===== src/hw/port4_routing_pkg.sv =====
// Constants, field layouts and carrier types for the port-4 CAN / I2C routing block
package port4_routing_pkg;

  // ----------------------------------------------------------------
  // Port geometry and pin assignment
  // ----------------------------------------------------------------
  localparam int PORT_W = 8;
  localparam int PIN_CAN_B_RX = 4;
  localparam int PIN_CAN_A_RX = 5;
  localparam int PIN_CAN_A_TX = 6;
  localparam int PIN_CAN_B_TX = 7;
  localparam int PIN_I2C_CLK = 4;
  localparam int PIN_I2C_DAT = 7;

  // ----------------------------------------------------------------
  // Peripheral-enable register layout
  // ----------------------------------------------------------------
  localparam int PERC_W = 4;
  localparam int PERC_CAN_A = 0;
  localparam int PERC_CAN_B = 1;
  localparam int PERC_I2C = 2;
  localparam int PERC_MISC = 3;
  localparam logic [PERC_W-1:0] PERC_RESET = 4'h1;

  // ----------------------------------------------------------------
  // Misc config register layout
  // ----------------------------------------------------------------
  localparam int MISC_W = 1;
  localparam int MISC_SHARED_CAN = 0;
  localparam logic [MISC_W-1:0] MISC_RESET = 1'h0;

  // ----------------------------------------------------------------
  // Address decode, segment lines, interrupts
  // ----------------------------------------------------------------
  localparam int CAN_SEL_BIT = 8;
  localparam int SEG_W = 4;
  localparam logic [SEG_W-1:0] SEG_LINES_FULL = 4'h8;
  localparam logic [SEG_W-1:0] SEG_LINES_CAN = 4'h4;
  localparam int XIRQ_W = 4;

  // ----------------------------------------------------------------
  // Carrier types
  // ----------------------------------------------------------------
  typedef struct packed {
    logic [PORT_W-1:0] data;
    logic [PORT_W-1:0] dir;
    logic [PORT_W-1:0] od;
  } port_cfg_s;

  typedef struct packed {
    logic [PORT_W-1:0] out;
    logic [PORT_W-1:0] oe;
  } pin_drive_s;

  typedef struct packed {
    logic err;
    logic tx;
    logic rx;
  } i2c_irq_s;

endpackage


===== src/hw/pin_sync.sv =====
// Two-stage synchroniser for a bus of asynchronous pin levels
`timescale 1ns/100ps
`default_nettype none
module pin_sync #(
  parameter int WIDTH = 8
) (
  input wire logic clock,
  input wire logic rst,
  input wire logic [WIDTH-1:0] async_in,
  output logic [WIDTH-1:0] sync_out
);

  logic [WIDTH-1:0] meta_ff;
  logic [WIDTH-1:0] hold_ff;

  // First stage feeds only the second stage
  always_ff @(posedge clock) begin
    if (rst) begin
      meta_ff <= '0;
      hold_ff <= '0;
    end else begin
      meta_ff <= async_in;
      hold_ff <= meta_ff;
    end
  end

  assign sync_out = hold_ff;

endmodule
`default_nettype wire


===== src/hw/port4_can_i2c_routing.sv =====
// Port-4 routing of two CAN units and the I2C unit, with enables and decode
`timescale 1ns/100ps
`default_nettype none
module port4_can_i2c_routing
  import port4_routing_pkg::*;
#(
  parameter int ADDR_W = 16
) (
  input wire logic clock,
  input wire logic rst,
  // Raw pad levels of port 4
  input wire logic [PORT_W-1:0] pin_in,
  // Port data, direction and open-drain registers
  input wire port_cfg_s port_cfg,
  // Global on-chip peripheral enable from the system config register
  input wire logic onchip_periph_global_enable,
  // Peripheral-enable register access
  input wire logic perc_we,
  input wire logic [PERC_W-1:0] perc_wdata,
  output logic [PERC_W-1:0] peripheral_enable_reg,
  // Misc config register access
  input wire logic misc_we,
  input wire logic [MISC_W-1:0] misc_wdata,
  output logic [MISC_W-1:0] misc_rdata,
  output logic misc_access_ok,
  // CAN engines
  input wire logic can_a_transmit,
  input wire logic can_b_transmit,
  output logic can_a_receive,
  output logic can_b_receive,
  // I2C engine: drive levels (0 pulls low) and sampled bus levels
  input wire logic i2c_clk_drive,
  input wire logic i2c_dat_drive,
  output logic i2c_clk_in,
  output logic i2c_dat_in,
  // Pad drivers
  output pin_drive_s pin_drive,
  // Segment address lines port 4 may still provide
  output logic [SEG_W-1:0] seg_line_count,
  // CAN register decode
  input wire logic can_region_sel,
  input wire logic [ADDR_W-1:0] bus_addr,
  output logic can_a_cs,
  output logic can_b_cs,
  output logic [CAN_SEL_BIT-1:0] can_offset,
  // Interrupts
  input wire logic [XIRQ_W-1:0] can_a_irq,
  input wire logic [XIRQ_W-1:0] can_b_irq,
  input wire logic [XIRQ_W-1:0] xper_other_irq,
  output logic [XIRQ_W-1:0] xper_irq,
  input wire i2c_irq_s i2c_irq_req,
  output i2c_irq_s i2c_irq
);

  // ----------------------------------------------------------------
  // Elaboration checks
  // ----------------------------------------------------------------
  // Unit select bit must exist inside the address
  if (ADDR_W <= CAN_SEL_BIT) begin : g_addr_chk
    $error("ADDR_W too narrow for the CAN unit select bit");
  end

  // ----------------------------------------------------------------
  // Declarations
  // ----------------------------------------------------------------
  logic [PERC_W-1:0] perc_ff;
  logic [PERC_W-1:0] nxt_perc;
  logic [MISC_W-1:0] misc_ff;
  logic [MISC_W-1:0] nxt_misc;
  logic [MISC_W-1:0] misc_rdata_ff;
  logic misc_ok_ff;
  logic [PORT_W-1:0] pad_level_sync;
  logic can_a_rx_ff;
  logic can_b_rx_ff;
  logic i2c_clk_in_ff;
  logic i2c_dat_in_ff;
  pin_drive_s drive_ff;
  pin_drive_s nxt_drive;
  logic [SEG_W-1:0] seg_ff;
  logic can_a_cs_ff;
  logic can_b_cs_ff;
  logic [CAN_SEL_BIT-1:0] can_offset_ff;
  logic [XIRQ_W-1:0] xper_irq_ff;
  i2c_irq_s i2c_irq_ff;

  // ----------------------------------------------------------------
  // Pad input synchroniser
  // ----------------------------------------------------------------
  // Pads are asynchronous; nothing reads them before two stages
  pin_sync #(
    .WIDTH(PORT_W)
  ) u_pin_sync (
    .clock(clock),
    .rst(rst),
    .async_in(pin_in),
    .sync_out(pad_level_sync)
  );

  // ----------------------------------------------------------------
  // Enable decode
  // ----------------------------------------------------------------
  // Units count as in use only once the global enable is up;
  // software is trusted to set unit enables first
  wire global_on = onchip_periph_global_enable;
  wire can_a_on = perc_ff[PERC_CAN_A] & global_on;
  wire can_b_on = perc_ff[PERC_CAN_B] & global_on;
  wire i2c_on = perc_ff[PERC_I2C] & global_on;
  wire misc_ok = perc_ff[PERC_MISC] & global_on;
  wire shared_can = misc_ff[MISC_SHARED_CAN];

  // Where each CAN unit sits on the pads
  wire b_on_shared = can_b_on & shared_can;
  wire b_on_own = can_b_on & ~shared_can & ~i2c_on;
  wire pair_a_used = can_a_on | b_on_shared;

  // ----------------------------------------------------------------
  // Register write paths
  // ----------------------------------------------------------------
  // Peripheral-enable register always writable
  assign nxt_perc = perc_we ? perc_wdata : perc_ff;

  // Misc writes are dropped while access is closed
  assign nxt_misc = (misc_we & misc_ok) ? misc_wdata : misc_ff;

  // Enable bits reset to CAN A on, others off
  always_ff @(posedge clock) begin
    if (rst) begin
      perc_ff <= PERC_RESET;
      misc_ff <= MISC_RESET;
    end else begin
      perc_ff <= nxt_perc;
      misc_ff <= nxt_misc;
    end
  end

  // Closed access reads as zero, not the stored value
  always_ff @(posedge clock) begin
    if (rst) begin
      misc_rdata_ff <= '0;
      misc_ok_ff <= 1'b0;
    end else begin
      misc_rdata_ff <= misc_ok ? misc_ff : '0;
      misc_ok_ff <= misc_ok;
    end
  end

  // ----------------------------------------------------------------
  // General purpose pad behaviour
  // ----------------------------------------------------------------
  // Open-drain bits drive only the low level
  wire [PORT_W-1:0] gp_oe = port_cfg.dir & ~(port_cfg.od & port_cfg.data);
  wire [PORT_W-1:0] gp_out = port_cfg.data;

  // ----------------------------------------------------------------
  // CAN transmit composition
  // ----------------------------------------------------------------
  // In shared mode the two transmitters wire-AND inside, so a
  // dominant bit from either unit reaches the bus
  wire tx_a_part = can_a_on ? can_a_transmit : 1'b1;
  wire tx_b_part = b_on_shared ? can_b_transmit : 1'b1;
  wire tx_pair_a = tx_a_part & tx_b_part;

  // Open-drain transmit lets two pads share one transceiver
  wire tx_a_oe = port_cfg.od[PIN_CAN_A_TX] ? ~tx_pair_a : 1'b1;
  wire tx_b_oe = port_cfg.od[PIN_CAN_B_TX] ? ~can_b_transmit : 1'b1;

  // ----------------------------------------------------------------
  // Pad selection
  // ----------------------------------------------------------------
  // Pins 0 to 3 always general purpose
  wire [3:0] low_out = gp_out[3:0];
  wire [3:0] low_oe = gp_oe[3:0];

  // Pin 4: I2C clock, CAN B receive or general purpose
  wire p4_out = i2c_on ? 1'b0 : gp_out[PIN_I2C_CLK];
  wire p4_oe = i2c_on ? ~i2c_clk_drive : (b_on_own ? 1'b0 : gp_oe[PIN_CAN_B_RX]);

  // Pin 5: receive pad of the first pair
  wire p5_out = gp_out[PIN_CAN_A_RX];
  wire p5_oe = pair_a_used ? 1'b0 : gp_oe[PIN_CAN_A_RX];

  // Pin 6: transmit pad of the first pair
  wire p6_out = pair_a_used ? tx_pair_a : gp_out[PIN_CAN_A_TX];
  wire p6_oe = pair_a_used ? tx_a_oe : gp_oe[PIN_CAN_A_TX];

  // Pin 7: I2C data wins over CAN B transmit
  wire p7_out = i2c_on ? 1'b0 : (b_on_own ? can_b_transmit : gp_out[PIN_CAN_B_TX]);
  wire p7_oe = i2c_on ? ~i2c_dat_drive : (b_on_own ? tx_b_oe : gp_oe[PIN_I2C_DAT]);

  assign nxt_drive.out = {p7_out, p6_out, p5_out, p4_out, low_out};
  assign nxt_drive.oe = {p7_oe, p6_oe, p5_oe, p4_oe, low_oe};

  // Registered pad drive keeps glitches off the pads
  always_ff @(posedge clock) begin
    if (rst) begin
      drive_ff <= '0;
    end else begin
      drive_ff <= nxt_drive;
    end
  end

  // ----------------------------------------------------------------
  // Receive paths
  // ----------------------------------------------------------------
  // CAN B listens on pin 5 in shared mode, pin 4 otherwise;
  // an idle unit sees recessive so it never locks onto noise
  wire rx_a = can_a_on ? pad_level_sync[PIN_CAN_A_RX] : 1'b1;
  wire rx_b_pad = shared_can ? pad_level_sync[PIN_CAN_A_RX] : pad_level_sync[PIN_CAN_B_RX];
  wire rx_b = (b_on_shared | b_on_own) ? rx_b_pad : 1'b1;
  wire i2c_clk_s = i2c_on ? pad_level_sync[PIN_I2C_CLK] : 1'b1;
  wire i2c_dat_s = i2c_on ? pad_level_sync[PIN_I2C_DAT] : 1'b1;

  // Idle level is recessive / released bus
  always_ff @(posedge clock) begin
    if (rst) begin
      can_a_rx_ff <= 1'b1;
      can_b_rx_ff <= 1'b1;
      i2c_clk_in_ff <= 1'b1;
      i2c_dat_in_ff <= 1'b1;
    end else begin
      can_a_rx_ff <= rx_a;
      can_b_rx_ff <= rx_b;
      i2c_clk_in_ff <= i2c_clk_s;
      i2c_dat_in_ff <= i2c_dat_s;
    end
  end

  // ----------------------------------------------------------------
  // Segment address lines
  // ----------------------------------------------------------------
  // CAN use steals the upper port-4 pins from external addressing
  wire [SEG_W-1:0] nxt_seg = (can_a_on | can_b_on) ? SEG_LINES_CAN : SEG_LINES_FULL;

  always_ff @(posedge clock) begin
    if (rst) begin
      seg_ff <= SEG_LINES_FULL;
    end else begin
      seg_ff <= nxt_seg;
    end
  end

  // ----------------------------------------------------------------
  // CAN register decode
  // ----------------------------------------------------------------
  // One offset field, unit chosen by the select bit
  wire unit_b_hit = bus_addr[CAN_SEL_BIT];
  wire nxt_cs_a = can_region_sel & ~unit_b_hit & can_a_on;
  wire nxt_cs_b = can_region_sel & unit_b_hit & can_b_on;
  wire [CAN_SEL_BIT-1:0] nxt_offset = bus_addr[CAN_SEL_BIT-1:0];

  always_ff @(posedge clock) begin
    if (rst) begin
      can_a_cs_ff <= 1'b0;
      can_b_cs_ff <= 1'b0;
      can_offset_ff <= '0;
    end else begin
      can_a_cs_ff <= nxt_cs_a;
      can_b_cs_ff <= nxt_cs_b;
      can_offset_ff <= nxt_offset;
    end
  end

  // ----------------------------------------------------------------
  // Interrupt sharing
  // ----------------------------------------------------------------
  // Disabled units are masked so stale requests cannot leak out
  wire [XIRQ_W-1:0] irq_a_g = can_a_on ? can_a_irq : '0;
  wire [XIRQ_W-1:0] irq_b_g = can_b_on ? can_b_irq : '0;
  wire [XIRQ_W-1:0] nxt_xirq = xper_other_irq | irq_a_g | irq_b_g;

  // Three independent I2C lines, never merged
  i2c_irq_s nxt_i2c_irq;
  assign nxt_i2c_irq.err = i2c_on & i2c_irq_req.err;
  assign nxt_i2c_irq.tx = i2c_on & i2c_irq_req.tx;
  assign nxt_i2c_irq.rx = i2c_on & i2c_irq_req.rx;

  always_ff @(posedge clock) begin
    if (rst) begin
      xper_irq_ff <= '0;
      i2c_irq_ff <= '0;
    end else begin
      xper_irq_ff <= nxt_xirq;
      i2c_irq_ff <= nxt_i2c_irq;
    end
  end

  // ----------------------------------------------------------------
  // Outputs
  // ----------------------------------------------------------------
  assign peripheral_enable_reg = perc_ff;
  assign misc_rdata = misc_rdata_ff;
  assign misc_access_ok = misc_ok_ff;
  assign can_a_receive = can_a_rx_ff;
  assign can_b_receive = can_b_rx_ff;
  assign i2c_clk_in = i2c_clk_in_ff;
  assign i2c_dat_in = i2c_dat_in_ff;
  assign pin_drive = drive_ff;
  assign seg_line_count = seg_ff;
  assign can_a_cs = can_a_cs_ff;
  assign can_b_cs = can_b_cs_ff;
  assign can_offset = can_offset_ff;
  assign xper_irq = xper_irq_ff;
  assign i2c_irq = i2c_irq_ff;

endmodule
`default_nettype wire


===== config.mk =====
export PLATFORM = sky130hd
export DESIGN_NAME = port4_can_i2c_routing
export DESIGN_NICKNAME = d
export VERILOG_FILES = /design/src/hw/port4_routing_pkg.sv /design/src/hw/pin_sync.sv /design/src/hw/port4_can_i2c_routing.sv
export SDC_FILE = /design/constraint.sdc
export NUM_CORES = 1
export LEC_CHECK = 0
export ABC_AREA = 0
export BUFFER_PORTS_ARGS = -buffer_cell sky130_fd_sc_hd__buf_2
export CAP_MARGIN = 20
export CORE_MARGIN = 2
export CORE_UTILIZATION = 42
export DETAILED_ROUTE_END_ITERATION = 8
export GPL_ROUTABILITY_DRIVEN = 0
export PLACE_DENSITY = 0.83
export SYNTH_ARGS = -nofsm -noshare
export SYNTH_HDL_FRONTEND = slang
export SYNTH_SLANG_ARGS = --single-unit

===== constraint.sdc =====
create_clock -name clock -period 2.2 [get_ports clock]
set_clock_uncertainty 0.15 [all_clocks]
set_input_delay 0.44 -clock clock [delete_from_list [all_inputs] [get_ports clock]]
set_output_delay 0.44 -clock clock [all_outputs]
set_load 0.03 [all_outputs]

# [After elaboration in Yosys (flattened, before gate mapping)]
# Index checks and enable logic that the tools add are counted.
[totals] reg_bits=64 latch_bits=0 ram_bits=0 mem_bits_ro=0 in_bits=78 out_inout_bits=47 word_cells=77 memories=0
[op_classes] addsub=0 multipliers=0 div=0 magnitude_cmp=0 eq_ne=0 shifts=0 n_mux=15 n_bitwise=34 n_reduce_logical=6
[ops] cell="1-bit AND" n=16
[ops] cell="8-bit AND" n=2
[ops] cell="1-bit two-way mux" n=12
[ops] cell="4-bit two-way mux" n=3
[ops] cell="2-bit OR reduction" n=6
[ops] cell="1-bit inverter" n=10
[ops] cell="8-bit inverter" n=1
[ops] cell="4-bit bitwise OR" n=2
[ops] cell="1-bit bitwise OR" n=3

# [Logic depth before layout (Yosys ltp)]
[depth] depth_word=7 mapped_depth=4 depth_no_buf=3

# [Modules after synthesis]
# From an unflattened synthesis, not the netlist that was laid out.
[unflattened] cells_unflattened=175 area_unflattened_um2=2014.4
[modules_own_cells] module="port4_can_i2c_routing" instances=1 cells_per_inst=142 area_each_um2=1550.2 seq_area_each_um2=920.9
[modules_own_cells] module="pin_sync" instances=1 cells_per_inst=33 area_each_um2=464.2 seq_area_each_um2=320.3

# [Worst setup path before layout]
# Ideal clock, no wire load.
[synth_timing] path_type="flip-flop to flip-flop" from="reg perc_ff[1], in the netlist peripheral_enable_reg[1]" to="reg drive_ff, in the netlist pin_drive[15]" setup_ns=0.113 arrival_time_ns=1.301 t_required_ns=1.937 slack_ns=0.636 stages_incl_launch_ff=4 n_path_buf=0 synth_period_minus_slack_ns=1.564 cell_sequence="dfxtp_1 -> and4bb_4 -> mux2_4 -> and2_4"
[synth_via] elab_chain_len=4
[synth_rtl] item="start: declaration" line="port4_can_i2c_routing.sv:66" text="logic [PERC_W-1:0] perc_ff;"
[synth_rtl] item="start signal: assignment" line="port4_can_i2c_routing.sv:131" text="perc_ff <= nxt_perc;"
[synth_rtl] item="1-bit AND" line="port4_can_i2c_routing.sv:106" text="wire can_b_on = perc_ff[PERC_CAN_B] & global_on;"
[synth_rtl] item="1-bit AND (2 in a row)" line="port4_can_i2c_routing.sv:113" text="wire b_on_own = can_b_on & ~shared_can & ~i2c_on;"
[synth_rtl] item="1-bit two-way mux" line="port4_can_i2c_routing.sv:187" text="wire p7_out = i2c_on ? 1'b0 : (b_on_own ? can_b_transmit : gp_out[PIN_CAN_B_TX]);"
[synth_rtl] item="end signal: assignment" line="port4_can_i2c_routing.sv:198" text="drive_ff <= nxt_drive;"
[synth_rtl] item="end: declaration" line="port4_can_i2c_routing.sv:77" text="pin_drive_s drive_ff;"
# No other way between the ends.
# A chain may end at the register's enable or synchronous reset.

# [Final worst setup path]
[layout_timing] from="reg perc_ff[1], in the netlist peripheral_enable_reg[1]" to="out peripheral_enable_reg[1]"
[layout_rtl] item="end: declaration" line="port4_can_i2c_routing.sv:20" text="output logic [PERC_W-1:0] peripheral_enable_reg,"
# No word-level cell between the ends.

==> impl_metrics.env <==
export IMPL_status="finished clean"
export IMPL_critPathArrivalTime_ns=1.04
export IMPL_r2r_end="pin_drive[15]"
export IMPL_die_x_um=67.5
export IMPL_die_h_um=67.5
export IMPL_clk_pin_slew_ns=0.08
export IMPL_dieArea_um2=4560
export IMPL_worstPathRequired_ns=1.61
export IMPL_largest_reg_flops=16
export IMPL_synthesis_area_um2=1700
export IMPL_max_vdd_ir_drop_mv=0.469
export IMPL_grt_setup_unrepaired="false"
export IMPL_hp_start="bus_addr[8]"
export IMPL_yosys_most_used_dff="dfxtp_1"
export IMPL_crit_buf_inv=1
export IMPL_min_period_ns=1.63
export IMPL_crit_path_max_fanout=8
export IMPL_cts_hold_buf=0
export IMPL_synth_area_per_cell_um2=11.2
export IMPL_ys_seq_area_share_pct=61.4
export IMPL_nets=342
export IMPL_fin_area_um2=2370
export IMPL_via_per_inst=4.60
export IMPL_drc_errors=0
export IMPL_yosysWarnings=0
export IMPL_post_cts_buffers=0
export IMPL_worst_r2r_path_depth=3
export IMPL_critPathMaxStageDelay_ns=0.49
export IMPL_drt_initial_drc_count=44
export IMPL_row_count=23
export IMPL_worst_setup_path_start_kind="flip-flop"
export IMPL_via_count=1450
export IMPL_regToRegSetupSlack_ns=0.73
export IMPL_drv_cap=0
export IMPL_min_path_cells=2
export IMPL_ant_nets=0
export IMPL_endpoint_kind="primary output"
export IMPL_async_flop_share_pct=0
export IMPL_yosysUniqueCellTypes=35
export IMPL_cts_made_buffers=5
export IMPL_post_place_cells=307
export IMPL_clk_latency_ns=0.28
export IMPL_clockBufferDepth=2
export IMPL_antenna_found_initial=0
export IMPL_grt_pass1_vias=1299
export IMPL_final_period_utilization_pct=74.0
export IMPL_critPathKind="reg2out"
export IMPL_critPathSlowestCell="dfxtp_1"
export IMPL_syn_to_final_growth_pct=40.0
export IMPL_yosys_area_top_type="dfxtp_1"
export IMPL_portBuffers=110
export IMPL_diodes=0
export IMPL_place_area_um2=2280
export IMPL_pwr_density_cell_nw_per_um2=765
export IMPL_setup_slack_ns=0.572
export IMPL_cts_root_buf="clkbuf_8"
export IMPL_final_core_util_pct=60.2
export IMPL_yosysMostFrequentCell="dfxtp_1"
export IMPL_clock_sinks=52
export IMPL_r2r_start="peripheral_enable_reg[1]"
export IMPL_dr_pass1_iters=4
export IMPL_track_usage_pct=16.5
export IMPL_cp_top_family="flip-flops"
export IMPL_grt_overflow_total=0
export IMPL_post_place_ws_ns=0.510
export IMPL_fmax_ghz=0.614
export IMPL_crit_chain="buf_2"
export IMPL_start_util_pct=43.0
export IMPL_cts_tree="yes"
export IMPL_ys_ff_latch=52
export IMPL_core_area_um2=3940
export IMPL_hold_viol=0
export IMPL_setup_viol=0
export IMPL_synth_top_cell_area_share_pct=61.4
export IMPL_wl_per_cell_um=12.2
export IMPL_grt_pass1_wl_um=5570
export IMPL_synth_common_cells="dfxtp_1 (52), nor2b_1 (20), nor2_1 (9)"
export IMPL_synth_cells=152
export IMPL_routed_wl_um=3840
export IMPL_hold_class="in2reg"
export IMPL_hpwlAfterDp_um=2900
export IMPL_hold_path_end="can_a_cs"
export IMPL_drv_slew=0
export IMPL_htree_num_levels=2
export IMPL_synth_edff_count=0
export IMPL_setup_tns_ns=0
export IMPL_total_leakage_power_uw=0.00120
export IMPL_fin_cells=315
export IMPL_synth_area_top_cells="dfxtp_1 (61%), nor2b_1 (7.4%), a221oi_1 (2.6%)"
export IMPL_grt_max_degree=22
export IMPL_post_cts_resized=0
export IMPL_num_io_pins=125
export IMPL_drive_above_1_share_pct=46.8
-- per-stage QoR --
stage,total power (µW),hold slack (ns)
after floorplan,1190,0.236
after global placement,1300,0.242
after detailed placement,1300,0.253
after CTS,1840,0.160
after global routing,1920,0.146
final,1820,0.174
-- layout make-up --
type	instances	area (µm²)
Fill cell	343	1570
Sequential cell	52	1040
Multi-Input combinational cell	87	592
Timing Repair Buffer	112	566
Clock buffer	8	90.1
Tap cell	50	62.6
Inverter	6	22.5
-- cell usage in the layout (no fill, tap or decap), types with 2 or more instances in the layout --
cell / count
dfxtp_1: 52
a211oi_1: 4
and3b_1: 2
and2_1: 7
mux2i_1: 4
a21o_1: 2
clkbuf_8: 6
inv_1: 6
nor2b_1: 20
nand2b_1: 4
nand4b_1: 2
clkbuf_1: 2
a221oi_1: 5
buf_2: 110
a21oi_1: 3
nor2_1: 9
o21a_1: 2
or3_1: 2
nand2_1: 4
conb_1: 2
buf_4: 2
-- cells by family (layout without fill, tap and decap cells) --
logic type	Yosys count	in the layout	share of synthesized area (%)
muxes	5	5	3.25
and+or+nand+nor	58	58	21.3
AOI/OAI and AO/OA	22	22	9.89
other	1	2	0.221
buffers and inverters	14	126	3.91
DFF	52	52	61.4
-- how the worst max path moves through the flow --
stage | start | endpoint | slack (ns) | cells past startpoint
floorplan | peripheral_enable_reg[1] | pin_drive[15] | 0.64 | 3
finish | peripheral_enable_reg[1] | peripheral_enable_reg[1] | 0.57 | 1
global placement | onchip_periph_global_enable | pin_drive[15] | 0.53 | 4
CTS | peripheral_enable_reg[1] | peripheral_enable_reg[1] | 0.55 | 1
global route | peripheral_enable_reg[1] | peripheral_enable_reg[1] | 0.52 | 1
detailed placement | onchip_periph_global_enable | pin_drive[15] | 0.51 | 4
-- routing by layer --
layer  share of wire, %  wire, µm  up-vias  track usage (%)
met4                1.5        57        0             6.12
li1                   -         -      727                -
met1                 40      1530      640             18.3
met3                9.8       376        4             6.33
met2                 49      1880       79             28.4
met5                  0         0        -                0
-- power breakdown --
part / internal (µW) / leakage (µW) / switching [µW] / total (µW)
sequential: 987 / 0.000430 / 16.4 / 1000
clock: 257 / 0.0000455 / 281 / 538
combinational: 111 / 0.000728 / 165 / 276
total: 1360 / 0.00120 / 462 / 1820
Note: power is estimated with default switching activity, not from simulation.
